## config.mk

```make
export PLATFORM = sky130hd
export DESIGN_NAME = timer_control_irq_mask
export DESIGN_NICKNAME = d
export VERILOG_FILES = /design/src/rtl/timer_ctrl_pkg.sv /design/src/rtl/timer_control_irq_mask.sv
export SDC_FILE = /design/constraint.sdc
export NUM_CORES = 1
export LEC_CHECK = 0
export BUFFER_PORTS_ARGS = -buffer_cell sky130_fd_sc_hd__buf_4
export CORE_MARGIN = 3
export CORE_UTILIZATION = 30
export CTS_CLUSTER_SIZE = 24
export DETAILED_ROUTE_END_ITERATION = 8
export PLACE_DENSITY_LB_ADDON = 0.1
export SLEW_MARGIN = 20
export SYNTH_ARGS = -nofsm -noshare
export SYNTH_HDL_FRONTEND = slang
export SYNTH_SLANG_ARGS = --single-unit
```

## constraint.sdc

```tcl
create_clock -name clock -period 6.3 [get_ports clock]
set_input_delay 0.63 -clock clock [delete_from_list [all_inputs] [get_ports clock]]
set_output_delay 0.63 -clock clock [all_outputs]
set_load 0.01 [all_outputs]
```

## src/rtl/timer_ctrl_pkg.sv

```systemverilog
// Register map, field positions and carrier types of the timer control block
package timer_ctrl_pkg;

    // Byte addresses of the registers
    localparam logic [31:0] ADDR_COUNT_RATE = 32'he000_5018;
    localparam logic [31:0] ADDR_WDOG_COUNT = 32'he000_501c;
    localparam logic [31:0] ADDR_STATUS     = 32'he000_5024;
    localparam logic [31:0] ADDR_IRQ_MASK   = 32'he000_5028;
    localparam logic [31:0] ADDR_CONTROL    = 32'he000_502c;
    localparam logic [31:0] ADDR_CHAN_BASE  = 32'he000_5030;
    localparam logic [31:0] CHAN_STRIDE     = 32'h0000_0008;
    localparam logic [31:0] CHAN_COUNT_OFS  = 32'h0000_0004;

    // Control register fields
    localparam int CTL_RUN_LSB    = 11;
    localparam int CTL_ACTION_BIT = 8;
    localparam int CTL_CLKSEL_BIT = 5;
    localparam int CTL_SCOPE_BIT  = 4;
    localparam int CTL_ENABLE_BIT = 3;

    // Status and mask fields
    localparam int WDOG_FLAG_BIT = 11;

    // Count rate fields
    localparam int RATE_CHAN_LSB = 8;
    localparam int RATE_WDOG_LSB = 4;

    // Rate codes and counter constants
    localparam logic [3:0]  RATE_CODE_MAX  = 4'hb;
    localparam logic [15:0] WDOG_RESTART   = 16'hfade;
    localparam logic [15:0] WDOG_MAX_COUNT = 16'hffff;
    localparam logic [15:0] COUNT_ZERO     = 16'h0000;
    localparam logic [15:0] COUNT_ONE      = 16'h0001;

    // Reset values
    localparam logic CLKSEL_POR = 1'b1;
    localparam logic SCOPE_POR  = 1'b0;

    // Control register contents
    typedef struct packed {
        logic [3:0] chan_run_enable;
        logic       wdog_action_select;
        logic       wdog_clock_select;
        logic       wdog_reset_scope;
        logic       wdog_enable_lock;
    } timer_ctrl_t;

    // Register bus request
    typedef struct packed {
        logic [31:0] addr;
        logic [31:0] wr_data;
        logic        wr_en;
        logic        rd_en;
    } reg_req_t;

endpackage

```

## src/rtl/timer_control_irq_mask.sv

```systemverilog
// Watchdog and interval timer control, status flags and interrupt masking
// Behaviour
// - Mask bit 11 forwards the watchdog status flag onto the timer interrupt.
// - Mask bits 3:0 forward each channel status flag onto the timer interrupt.
// - Timer interrupt reaches the processor only with system enable set.
// - Control bits 14:11 run channels 3..0; a cleared bit holds the channel.
// - Control bit 8 picks interrupt (1) or system reset (0) on time-out.
// - Control bit 5 picks 32 KHz clock (1) or system clock (0).
// - Clock select becomes 1 on power-up reset only.
// - Once enabled, clock select and reset scope bits are frozen.
// - Control bit 4 limits watchdog clearing to power-up or watchdog resets.
// - Reset scope bit becomes 0 on power-up reset only.
// - Control bit 3 starts the watchdog and can never be cleared by writes.
// - Writing 0xfade to watchdog count clears it; software does so periodically.
// - Watchdog reaching its maximum signals time-out, interrupt or reset.
// - Watchdog flag sets on time-out in interrupt mode; write 1 clears.
// - Channel flag sets when its count reaches zero; write 1 clears.
// - Tick rate is system clock divided by 2^(code+1), codes 0..11.
`timescale 1ns/1ps
`default_nettype none

module timer_control_irq_mask
    import timer_ctrl_pkg::*;
#(
    parameter int CHANNELS = 4,
    parameter int CNT_W    = 16
) (
    // Clock and resets
    input  wire logic                clock,
    input  wire logic                reset_n,
    input  wire logic                por_n,
    input  wire logic                reset_by_wdog,
    // Register port
    input  wire reg_req_t            reg_req,
    output logic [31:0]              rd_data,
    // Slow clock and interrupt controller
    input  wire logic                slow_clk_in,
    input  wire logic                sys_irq_enable,
    // Status towards the system
    output logic                     timer_irq_req,
    output logic                     timer_irq,
    output logic                     wdog_reset_req,
    output logic [CHANNELS-1:0]      chan_run_enable
);

    ////////////////////////////////////////////////////////////////////////////
    // Decode
    logic                 any_reset;
    logic                 wdog_clear;
    logic                 wr_rate;
    logic                 wr_wdog_cnt;
    logic                 wr_status;
    logic                 wr_mask;
    logic                 wr_ctrl;
    timer_ctrl_t          ctrl_q;
    logic [3:0]           chan_code_q;
    logic [3:0]           wdog_code_q;
    logic [CNT_W-1:0]     wdog_count_q;
    logic                 wdog_flag_q;
    logic                 wdog_mask_q;
    logic [CHANNELS-1:0]  chan_flag_q;
    logic [CHANNELS-1:0]  chan_mask_q;
    logic [11:0]          div_q;
    logic                 slow_meta_q;
    logic                 slow_sync_q;
    logic                 slow_prev_q;
    logic                 chan_tick;
    logic                 wdog_tick;
    logic                 wdog_timeout;
    logic [CNT_W-1:0]     max_q [CHANNELS];
    logic [CNT_W-1:0]     cnt_q [CHANNELS];
    logic [CHANNELS-1:0]  max_wr;
    logic [CHANNELS-1:0]  expire;

    // Any reset source clears ordinary state
    assign any_reset   = !reset_n || !por_n;
    // Watchdog survives a plain reset when the scope bit says so
    assign wdog_clear  = !por_n || (!reset_n &&
                         (!ctrl_q.wdog_reset_scope || reset_by_wdog));
    assign wr_rate     = reg_req.wr_en && reg_req.addr == ADDR_COUNT_RATE;
    assign wr_wdog_cnt = reg_req.wr_en && reg_req.addr == ADDR_WDOG_COUNT;
    assign wr_status   = reg_req.wr_en && reg_req.addr == ADDR_STATUS;
    assign wr_mask     = reg_req.wr_en && reg_req.addr == ADDR_IRQ_MASK;
    assign wr_ctrl     = reg_req.wr_en && reg_req.addr == ADDR_CONTROL;

    ////////////////////////////////////////////////////////////////////////////
    // Control register
    // Power-up-only fields; frozen once the watchdog runs
    always_ff @(posedge clock) begin
        if (!por_n) begin
            ctrl_q.wdog_clock_select <= CLKSEL_POR;
            ctrl_q.wdog_reset_scope  <= SCOPE_POR;
        end else if (wr_ctrl && !ctrl_q.wdog_enable_lock) begin
            ctrl_q.wdog_clock_select <= reg_req.wr_data[CTL_CLKSEL_BIT];
            ctrl_q.wdog_reset_scope  <= reg_req.wr_data[CTL_SCOPE_BIT];
        end
    end
    // Channel enables and time-out action follow every reset
    always_ff @(posedge clock) begin
        if (any_reset) begin
            ctrl_q.chan_run_enable    <= '0;
            ctrl_q.wdog_action_select <= 1'b0;
        end else if (wr_ctrl) begin
            ctrl_q.chan_run_enable    <= reg_req.wr_data[CTL_RUN_LSB +: 4];
            ctrl_q.wdog_action_select <= reg_req.wr_data[CTL_ACTION_BIT];
        end
    end
    // Enable is set-only; only the watchdog's own clearing drops it
    always_ff @(posedge clock) begin
        if (wdog_clear) begin
            ctrl_q.wdog_enable_lock <= 1'b0;
        end else if (wr_ctrl && reg_req.wr_data[CTL_ENABLE_BIT]) begin
            ctrl_q.wdog_enable_lock <= 1'b1;
        end
    end

    assign chan_run_enable = ctrl_q.chan_run_enable[CHANNELS-1:0];

    ////////////////////////////////////////////////////////////////////////////
    // Rate codes and tick generation
    // Watchdog rate is frozen with the enable, like its clock select
    always_ff @(posedge clock) begin
        if (any_reset) begin
            chan_code_q <= 4'h0;
        end else if (wr_rate) begin
            chan_code_q <= reg_req.wr_data[RATE_CHAN_LSB +: 4];
        end
    end

    always_ff @(posedge clock) begin
        if (wdog_clear) begin
            wdog_code_q <= 4'h0;
        end else if (wr_rate && !ctrl_q.wdog_enable_lock) begin
            wdog_code_q <= reg_req.wr_data[RATE_WDOG_LSB +: 4];
        end
    end
    // Free-running divider shared by all rates
    always_ff @(posedge clock) begin
        if (any_reset) begin
            div_q <= '0;
        end else begin
            div_q <= div_q + 12'h001;
        end
    end
    // Slow clock synchroniser and edge history
    always_ff @(posedge clock) begin
        if (any_reset) begin
            slow_meta_q <= 1'b0;
            slow_sync_q <= 1'b0;
            slow_prev_q <= 1'b0;
        end else begin
            slow_meta_q <= slow_clk_in;
            slow_sync_q <= slow_meta_q;
            slow_prev_q <= slow_sync_q;
        end
    end
    // Reserved codes behave as the slowest rate rather than stopping the count
    function automatic logic rate_tick(input logic [11:0] div, input logic [3:0] code);
        logic [3:0]  c;
        logic [12:0] m;
        c = (code > RATE_CODE_MAX) ? RATE_CODE_MAX : code;
        m = (13'h0001 << (c + 4'h1)) - 13'h0001;
        return (div & m[11:0]) == m[11:0];
    endfunction
    assign chan_tick = rate_tick(div_q, chan_code_q);
    assign wdog_tick = ctrl_q.wdog_clock_select ?
                       (slow_sync_q && !slow_prev_q) : rate_tick(div_q, wdog_code_q);

    ////////////////////////////////////////////////////////////////////////////
    // Watchdog counter
    assign wdog_timeout   = ctrl_q.wdog_enable_lock && wdog_count_q == WDOG_MAX_COUNT;
    assign wdog_reset_req = wdog_timeout && !ctrl_q.wdog_action_select;
    // Holds at maximum until restarted, so the time-out stays asserted
    always_ff @(posedge clock) begin
        if (wdog_clear) begin
            wdog_count_q <= '0;
        end else if (wr_wdog_cnt && reg_req.wr_data[CNT_W-1:0] == WDOG_RESTART) begin
            wdog_count_q <= '0;
        end else if (ctrl_q.wdog_enable_lock && wdog_tick && !wdog_timeout) begin
            wdog_count_q <= wdog_count_q + COUNT_ONE;
        end
    end

    ////////////////////////////////////////////////////////////////////////////
    // Interval channels
    generate
        for (genvar i = 0; i < CHANNELS; i++) begin : g_chan
            localparam logic [31:0] MAX_ADDR = ADDR_CHAN_BASE + CHAN_STRIDE * i;

            assign max_wr[i] = reg_req.wr_en && reg_req.addr == MAX_ADDR;
            assign expire[i] = chan_run_enable[i] && chan_tick && cnt_q[i] == COUNT_ONE;

            always_ff @(posedge clock) begin
                if (any_reset) begin
                    max_q[i] <= '0;
                end else if (max_wr[i]) begin
                    max_q[i] <= reg_req.wr_data[CNT_W-1:0];
                end
            end
            // A write of the maximum beats a tick in the same cycle
            always_ff @(posedge clock) begin
                if (any_reset) begin
                    cnt_q[i] <= '0;
                end else if (max_wr[i]) begin
                    cnt_q[i] <= reg_req.wr_data[CNT_W-1:0];
                end else if (chan_run_enable[i] && chan_tick) begin
                    cnt_q[i] <= (cnt_q[i] == COUNT_ZERO) ? max_q[i] : cnt_q[i] - COUNT_ONE;
                end
            end
        end
    endgenerate

    ////////////////////////////////////////////////////////////////////////////
    // Status flags and masks
    // Set wins over a write-1 clear in the same cycle
    always_ff @(posedge clock) begin
        if (any_reset) begin
            wdog_flag_q <= 1'b0;
            chan_flag_q <= '0;
        end else begin
            wdog_flag_q <= (wdog_timeout && ctrl_q.wdog_action_select) ||
                           (wdog_flag_q && !(wr_status && reg_req.wr_data[WDOG_FLAG_BIT]));
            chan_flag_q <= expire |
                           (chan_flag_q & ~({CHANNELS{wr_status}} &
                                            reg_req.wr_data[CHANNELS-1:0]));
        end
    end

    always_ff @(posedge clock) begin
        if (any_reset) begin
            wdog_mask_q <= 1'b0;
            chan_mask_q <= '0;
        end else if (wr_mask) begin
            wdog_mask_q <= reg_req.wr_data[WDOG_FLAG_BIT];
            chan_mask_q <= reg_req.wr_data[CHANNELS-1:0];
        end
    end
    // Shared request and the system-level gate
    assign timer_irq_req = (wdog_flag_q && wdog_mask_q) ||
                           |(chan_flag_q & chan_mask_q);
    assign timer_irq     = timer_irq_req && sys_irq_enable;

    ////////////////////////////////////////////////////////////////////////////
    // Read port
    // Data stand only in the cycle after the strobe; unmapped reads give zero
    always_ff @(posedge clock) begin
        if (any_reset || !reg_req.rd_en) begin
            rd_data <= '0;
        end else begin
            rd_data <= '0;
            case (reg_req.addr)
                ADDR_COUNT_RATE: begin
                    rd_data[RATE_CHAN_LSB +: 4] <= chan_code_q;
                    rd_data[RATE_WDOG_LSB +: 4] <= wdog_code_q;
                end
                ADDR_WDOG_COUNT: rd_data[CNT_W-1:0] <= wdog_count_q;
                ADDR_STATUS: begin
                    rd_data[WDOG_FLAG_BIT]  <= wdog_flag_q;
                    rd_data[CHANNELS-1:0]   <= chan_flag_q;
                end
                ADDR_IRQ_MASK: begin
                    rd_data[WDOG_FLAG_BIT]  <= wdog_mask_q;
                    rd_data[CHANNELS-1:0]   <= chan_mask_q;
                end
                ADDR_CONTROL: begin
                    rd_data[CTL_RUN_LSB +: 4]  <= ctrl_q.chan_run_enable;
                    rd_data[CTL_ACTION_BIT]    <= ctrl_q.wdog_action_select;
                    rd_data[CTL_CLKSEL_BIT]    <= ctrl_q.wdog_clock_select;
                    rd_data[CTL_SCOPE_BIT]     <= ctrl_q.wdog_reset_scope;
                    rd_data[CTL_ENABLE_BIT]    <= ctrl_q.wdog_enable_lock;
                end
                default: begin
                    for (int k = 0; k < CHANNELS; k++) begin
                        if (reg_req.addr == ADDR_CHAN_BASE + CHAN_STRIDE * k) begin
                            rd_data[CNT_W-1:0] <= max_q[k];
                        end
                        if (reg_req.addr == ADDR_CHAN_BASE + CHAN_STRIDE * k + CHAN_COUNT_OFS) begin
                            rd_data[CNT_W-1:0] <= cnt_q[k];   // current_count
                        end
                    end
                end
            endcase
        end
    end
endmodule

`default_nettype wire

```

==> results.md, run 1 <==
- Outcome: completed
- Nets@finish: 1388
- P&R area growth vs syn: 14.5%
- Synthesis-stage register bit count: 201
- Max Slew Vio Count: 0
- TritonCTS clock tree: built
- WP data arrival: 3.95 ns
- Syn Inst Count: 1250
- Worst hold path class: in -> reg
- Startpoint Class: register
- First-pass GRT wire length: 64600 microns
- Num ports: 111
- Initial Util: 30.5%
- Setup bufs post-CTS: 0
- Number of flops mapped to enable cells by yosys: 128
- Clock Tree Buf Depth: 3
- Post-cts sizing count: 0
- Die area: 42000 sq um
- Iteration count of the initial detailed-routing pass: 5
- Ratio of cells with drive above 1 in the final layout: 13.7%
- Synth unique cells: 84
- Pwr per Cell Area: 231 nW/um^2
- DR vias: 10100
- Clk_skew: 0.0128 ns
- CP endpoint kind: register
- Critical Path RT: 6.46 ns
- Top FF cell, synth: edfxtp_1
- Num CTS Buffers: 25
- Period utilization: 60.2%
- Vias in the first global route: 9780
- Initial antenna violation count: 4
- Worst-path clk slew: 0.06 ns
- Asr flop ratio synth: 0%
- Clk Latency, worst-skew pair: 0.54 ns
- Yosys warns: 0
- Routed wire per std cell: 23.7 microns
- RSZ-0062 raised after global routing: no
- Post-route setup slack: 2.51 ns
- Final hold slack: 0.316 ns
- DR DRC count: 0
- Max VDD drop: 0.000176 V
- Critical path peak fanout: 16
- GR Overflow Total: 0
- DRT antenna net count: 0
- Syn Std Cell Area: 11900 sq um
- Crit Path Category: reg -> reg
- Fin crit period: 3.79 ns
- Worst Tran Pin Value: 0.968 ns
- Core area: 38900 sq um
- Largest net degree at the start of global routing: 38
- Final setup TNS: 0 ns
- Hpwl dp: 30300 microns
- H-tree depth: 1
- Pre-CTS setup slack: 2.49 ns
- Final core occ: 35.0%
- Achievable frequency: 264 MHz
- Synthesized area per cell: 9.51 sq um
- Port Buffer Count: 78
- Final GP Congestion: 0.826
- Max-Cap Viols: 0
- Die X: 205 microns
- LEAKAGE: 4.92 nW
- Die Y: 205 microns
- Setup violators final: 0
- Hold Vio Cnt, Final: 0
- Commonest non-fill, non-tap cells in the layout: edfxtp_1, nand2_1, buf_4
- Routed WL: 43600 microns
- Total GRT Usage: 20.5%
- N_diodes: 0
- Drt first-iter violations: 927
- Worst slew margin: 35.3%
- CTS Root Cell: clkbuf_16
- DR vias/cell: 5.50
- Clock sinks: 201
- Site Rows: 72
- Hold buffers post-CTS: 0
- Sequential element share of the synthesized area: 44.6%
- Most common cell after layout, fill and taps aside: edfxtp_1
where the power goes:
group | internal, mW | switching (mW) | total (mW)
sequential | 1.44 | 0.0420 | 1.48
clock | 0.801 | 0.587 | 1.39
combinational | 0.0902 | 0.179 | 0.269
registers in the layout, summed over array words and instances, names as in the netlist:
name             flops
wdog_flag_q          1
wdog_mask_q          1
chan_mask_q          4
slow_meta_q          1
chan_run_enable      4
div_q               12
max_q               64
slow_sync_q          1
wdog_count_q        16
rd_data             16
ctrl_q               4
wdog_code_q          4
slow_prev_q          1
cnt_q               64
chan_flag_q          4
chan_code_q          4
cell families (layout without fill, tap and decap cells):
logic type	after synthesis	in the layout	synth area share [%]
muxes	35	35	3.24
other	2	18	0.0632
and+or+nand+nor	489	489	22.6
adders and majority gates	15	15	1.55
xor gates and xnor gates	41	41	3.02
buffers and inverters	105	160	4.51
DFF	201	201	44.6
AOI/OAI and AO/OA	362	362	20.4
per-stage QoR:
step	instances	instance area [sq um]	power (mW)
after floorplan	1266	11900	1.66
after global placement	1794	12800	1.78
after detailed placement	1794	12800	1.78
after CTS	1839	13600	3.18
after global routing	1839	13600	3.26
final	1839	13600	3.14
final cells by class:
cell class	count	area [sq um]
Multi-Input combinational cell	960	6120
Tap cell	518	648
Sequential cell	201	5310
Clock buffer	34	723
Clock inverter	11	57.6
Inverter	29	109
Fill cell	3978	25300
Timing Repair Buffer	86	646
Yosys cell counts, types with 15 or more instances:
library cell / n / area share [%]
nor3_1: 31 / 1.3
xnor2_1: 18 / 1.3
dfxtp_1: 73 / 12
nand2_1: 121 / 3.8
o21bai_1: 51 / 3.2
buf_4: 21 / 1.3
inv_1: 28 / 0.88
nor2_1: 79 / 2.5
o21ai_0: 85 / 3.6
clkbuf_1: 32 / 1.0
xor2_1: 23 / 1.7
a21oi_1: 84 / 3.5
o31ai_1: 18 / 1.1
or4_1: 15 / 0.95
a22oi_1: 17 / 1.1
edfxtp_1: 128 / 32
or3_1: 16 / 0.84
nand3_1: 51 / 2.1
and2_1: 71 / 3.7
mux2i_1: 25 / 2.1
layer usage:
layer | wire length, microns | track usage (%) | share of wire [%] | vias up
li1 | - | - | - | 4758
met1 | 19800 | 28.9 | 45 | 4952
met2 | 19800 | 32.4 | 45 | 332
met3 | 2600 | 3.40 | 6.0 | 71
met4 | 1370 | 5.93 | 3.1 | 0
met5 | 0 | 0 | 0 | -
worst max-delay path, stage by stage, from the launching register on:
cell      delay (ns)
dfxtp_1         0.65
nor2_8          0.08
nand2_1         0.08
ha_1            0.27
nor2_1          0.08
a21oi_1         0.14
o21ai_0         0.08
a221o_1         0.35
a211oi_4        0.75
nand2_1         0.20
nand2_1         0.70
final timing paths:
path	start	to	slack (ns)	cells after the start
setup / recovery	chan_code_q[1]	cnt_q[1][9]	2.51	10
hold / removal	por_n	ctrl_q[2]	0.32	2
setup reg to reg	chan_code_q[1]	cnt_q[1][9]	2.51	10
hold reg to reg	slow_meta_q	slow_sync_q	0.47	1
No activity file was read; power rests on OpenSTA's default activity.
==> inputs of run 2 (changes only) <==
==> constraint.sdc (replaced) <==
create_clock -name clock -period 3.3 [get_ports clock]
set_input_delay 0.33 -clock clock [delete_from_list [all_inputs] [get_ports clock]]
set_output_delay 0.33 -clock clock [all_outputs]
set_load 0.01 [all_outputs]
==> run 2 against run 1 <==
Net effect:
- first-iteration DRC count increased by 1.6%
- sequential cell count unchanged
- worst hold slack worse by 0.25 ns
- critical endpoint is now wdog_count_q[13]
==> results.md, run 2 (synthesis results as in run 1) <==
- Worst Tran Pin Value: 0.755 ns
- Final GP Congestion: 0.834
- CP endpoint kind: register
- Hold Vio Cnt, Final: 0
- Initial antenna violation count: 5
- Worst-path clk slew: 0.06 ns
- Clk pwr share: 46.9%
- Initial Util: 30.5%
- Post-route setup slack: 0.265 ns
- Die Y: 205 microns
- Drt first-iter violations: 942
- Placed cells: 1845
- Cell Area, Placed: 13200 sq um
- Final setup TNS: 0 ns
- Port Buffer Count: 78
- Routed wire per std cell: 23.2 microns
- DR vias/cell: 5.44
- Total GRT Usage: 20.7%
- Clock sinks: 201
- TritonCTS clock tree: built
- Fin crit period: 3.03 ns
- Critical R2R Launch: wdog_code_q[0]
- Most common cell after layout, fill and taps aside: buf_4
- Num ports: 111
- Largest net degree at the start of global routing: 30
- Routed WL: 43900 microns
- Final core occ: 36.3%
- Vias in the first global route: 9904
- Iteration count of the initial detailed-routing pass: 7
- Switching fraction of total power: 25.1%
- CTS Root Cell: clkbuf_16
- WP data arrival: 3.51 ns
- Tot Pwr: 6.34 mW
- Worst slew margin: 49.3%
- Internal Power: 4.75 mW
- Final hold slack: 0.0659 ns
- RSZ-0062 raised after global routing: no
- Worst hold path class: in -> reg
- Clock Tree Buf Depth: 3
- Post-route cell area: 14100 sq um
- Fin cells: 1894
- Achievable frequency: 330 MHz
- Die X: 205 microns
- Hpwl dp: 31100 microns
- Clk_skew: 0.0102 ns
- Period utilization: 92.0%
- Clk Latency, worst-skew pair: 0.55 ns
- Crit path launch: wdog_code_q[0]
- Num CTS Buffers: 26
- N_diodes: 0
- Pre-CTS setup slack: 0.292 ns
- Setup bufs post-CTS: 0
- Ratio of cells with drive above 1 in the final layout: 17.0%
- Hold buffers post-CTS: 2
- H-tree depth: 1
- Post-cts sizing count: 0
- Max VDD drop: 0.000333 V
- Startpoint Class: register
- Setup violators final: 0
- Die area: 42000 sq um
- DR DRC count: 0
- GR Overflow Total: 0
- Critical path peak fanout: 29
- Crit Path Category: reg -> reg
- P&R area growth vs syn: 18.7%
- Critical Path RT: 3.77 ns
- Commonest non-fill, non-tap cells in the layout: buf_4, edfxtp_1, nand2_1
- Max-Cap Viols: 0
- Worst Min Path Start: reset_n
- Max Slew Vio Count: 0
- First-pass GRT wire length: 65400 microns
- Biggest regs: cnt_q x64, max_q x64
- Pwr per Cell Area: 449 nW/um^2
- Sw power: 1.59 mW
- LEAKAGE: 5.21 nW
- DR vias: 10300
- Site Rows: 72
- DRT antenna net count: 0
- Nets@finish: 1442
- Outcome: completed
- Combinational Power Share: 8.5%
- Sequential share of power: 44.6%
- Core area: 38900 sq um
-- run 2: changes by cell type in the layout (fill, tap and decap cells not counted), moves of 2 or more --
cell,change
nor4_4,-2
dlygate4sd3_1,+2
buf_4,+50
nor4_2,+2
bufinv_16,+3
-- run 2: per-layer routing --
metal	track usage, %	vias to the layer above	share of wire, %
met5	0	-	0.062
met1	29.6	5056	46
li1	-	4875	-
met3	2.73	61	5.6
met2	33.1	298	46
met4	4.98	4	2.1
-- run 2: power groups by stage --
| stage | combinational (mW) | clock (mW) | sequential (mW) |
|---|---|---|---|
| after global placement | 0.538 | 0 | 2.88 |
| final | 0.540 | 2.97 | 2.83 |
| after detailed placement | 0.535 | 0 | 2.88 |
| after CTS | 0.539 | 3.03 | 2.83 |
| after global routing | 0.588 | 3.14 | 2.84 |
| after floorplan | 0.317 | 0 | 2.84 |
-- run 2: worst paths after layout --
path                       to  slack (ns)  depth (start not counted)
max          wdog_count_q[13]        0.27                         11
min                  div_q[1]        0.07                          2
max reg2reg  wdog_count_q[13]        0.27                         11
min reg2reg       slow_sync_q        0.47                          1
-- run 2: layout make-up --
cell class | instances | area [sq um]
Clock buffer | 35 | 747
Clock inverter | 12 | 135
Fill cell | 4061 | 24800
Inverter | 29 | 109
Multi-Input combinational cell | 960 | 6110
Sequential cell | 201 | 5310
Tap cell | 518 | 648
Timing Repair Buffer | 139 | 1060
-- run 2: critical path: stages (launching register included) --
cell and delay [ns]:
dfxtp_1 0.31, nor3_1 0.38, nand2b_1 0.11, ha_1 0.29, nor2b_1 0.17, o31ai_1 0.24, o2111ai_1 0.18, nor4_2 0.31
o21ai_1 0.09, buf_4 0.22, or4_1 0.51, a21oi_1 0.15
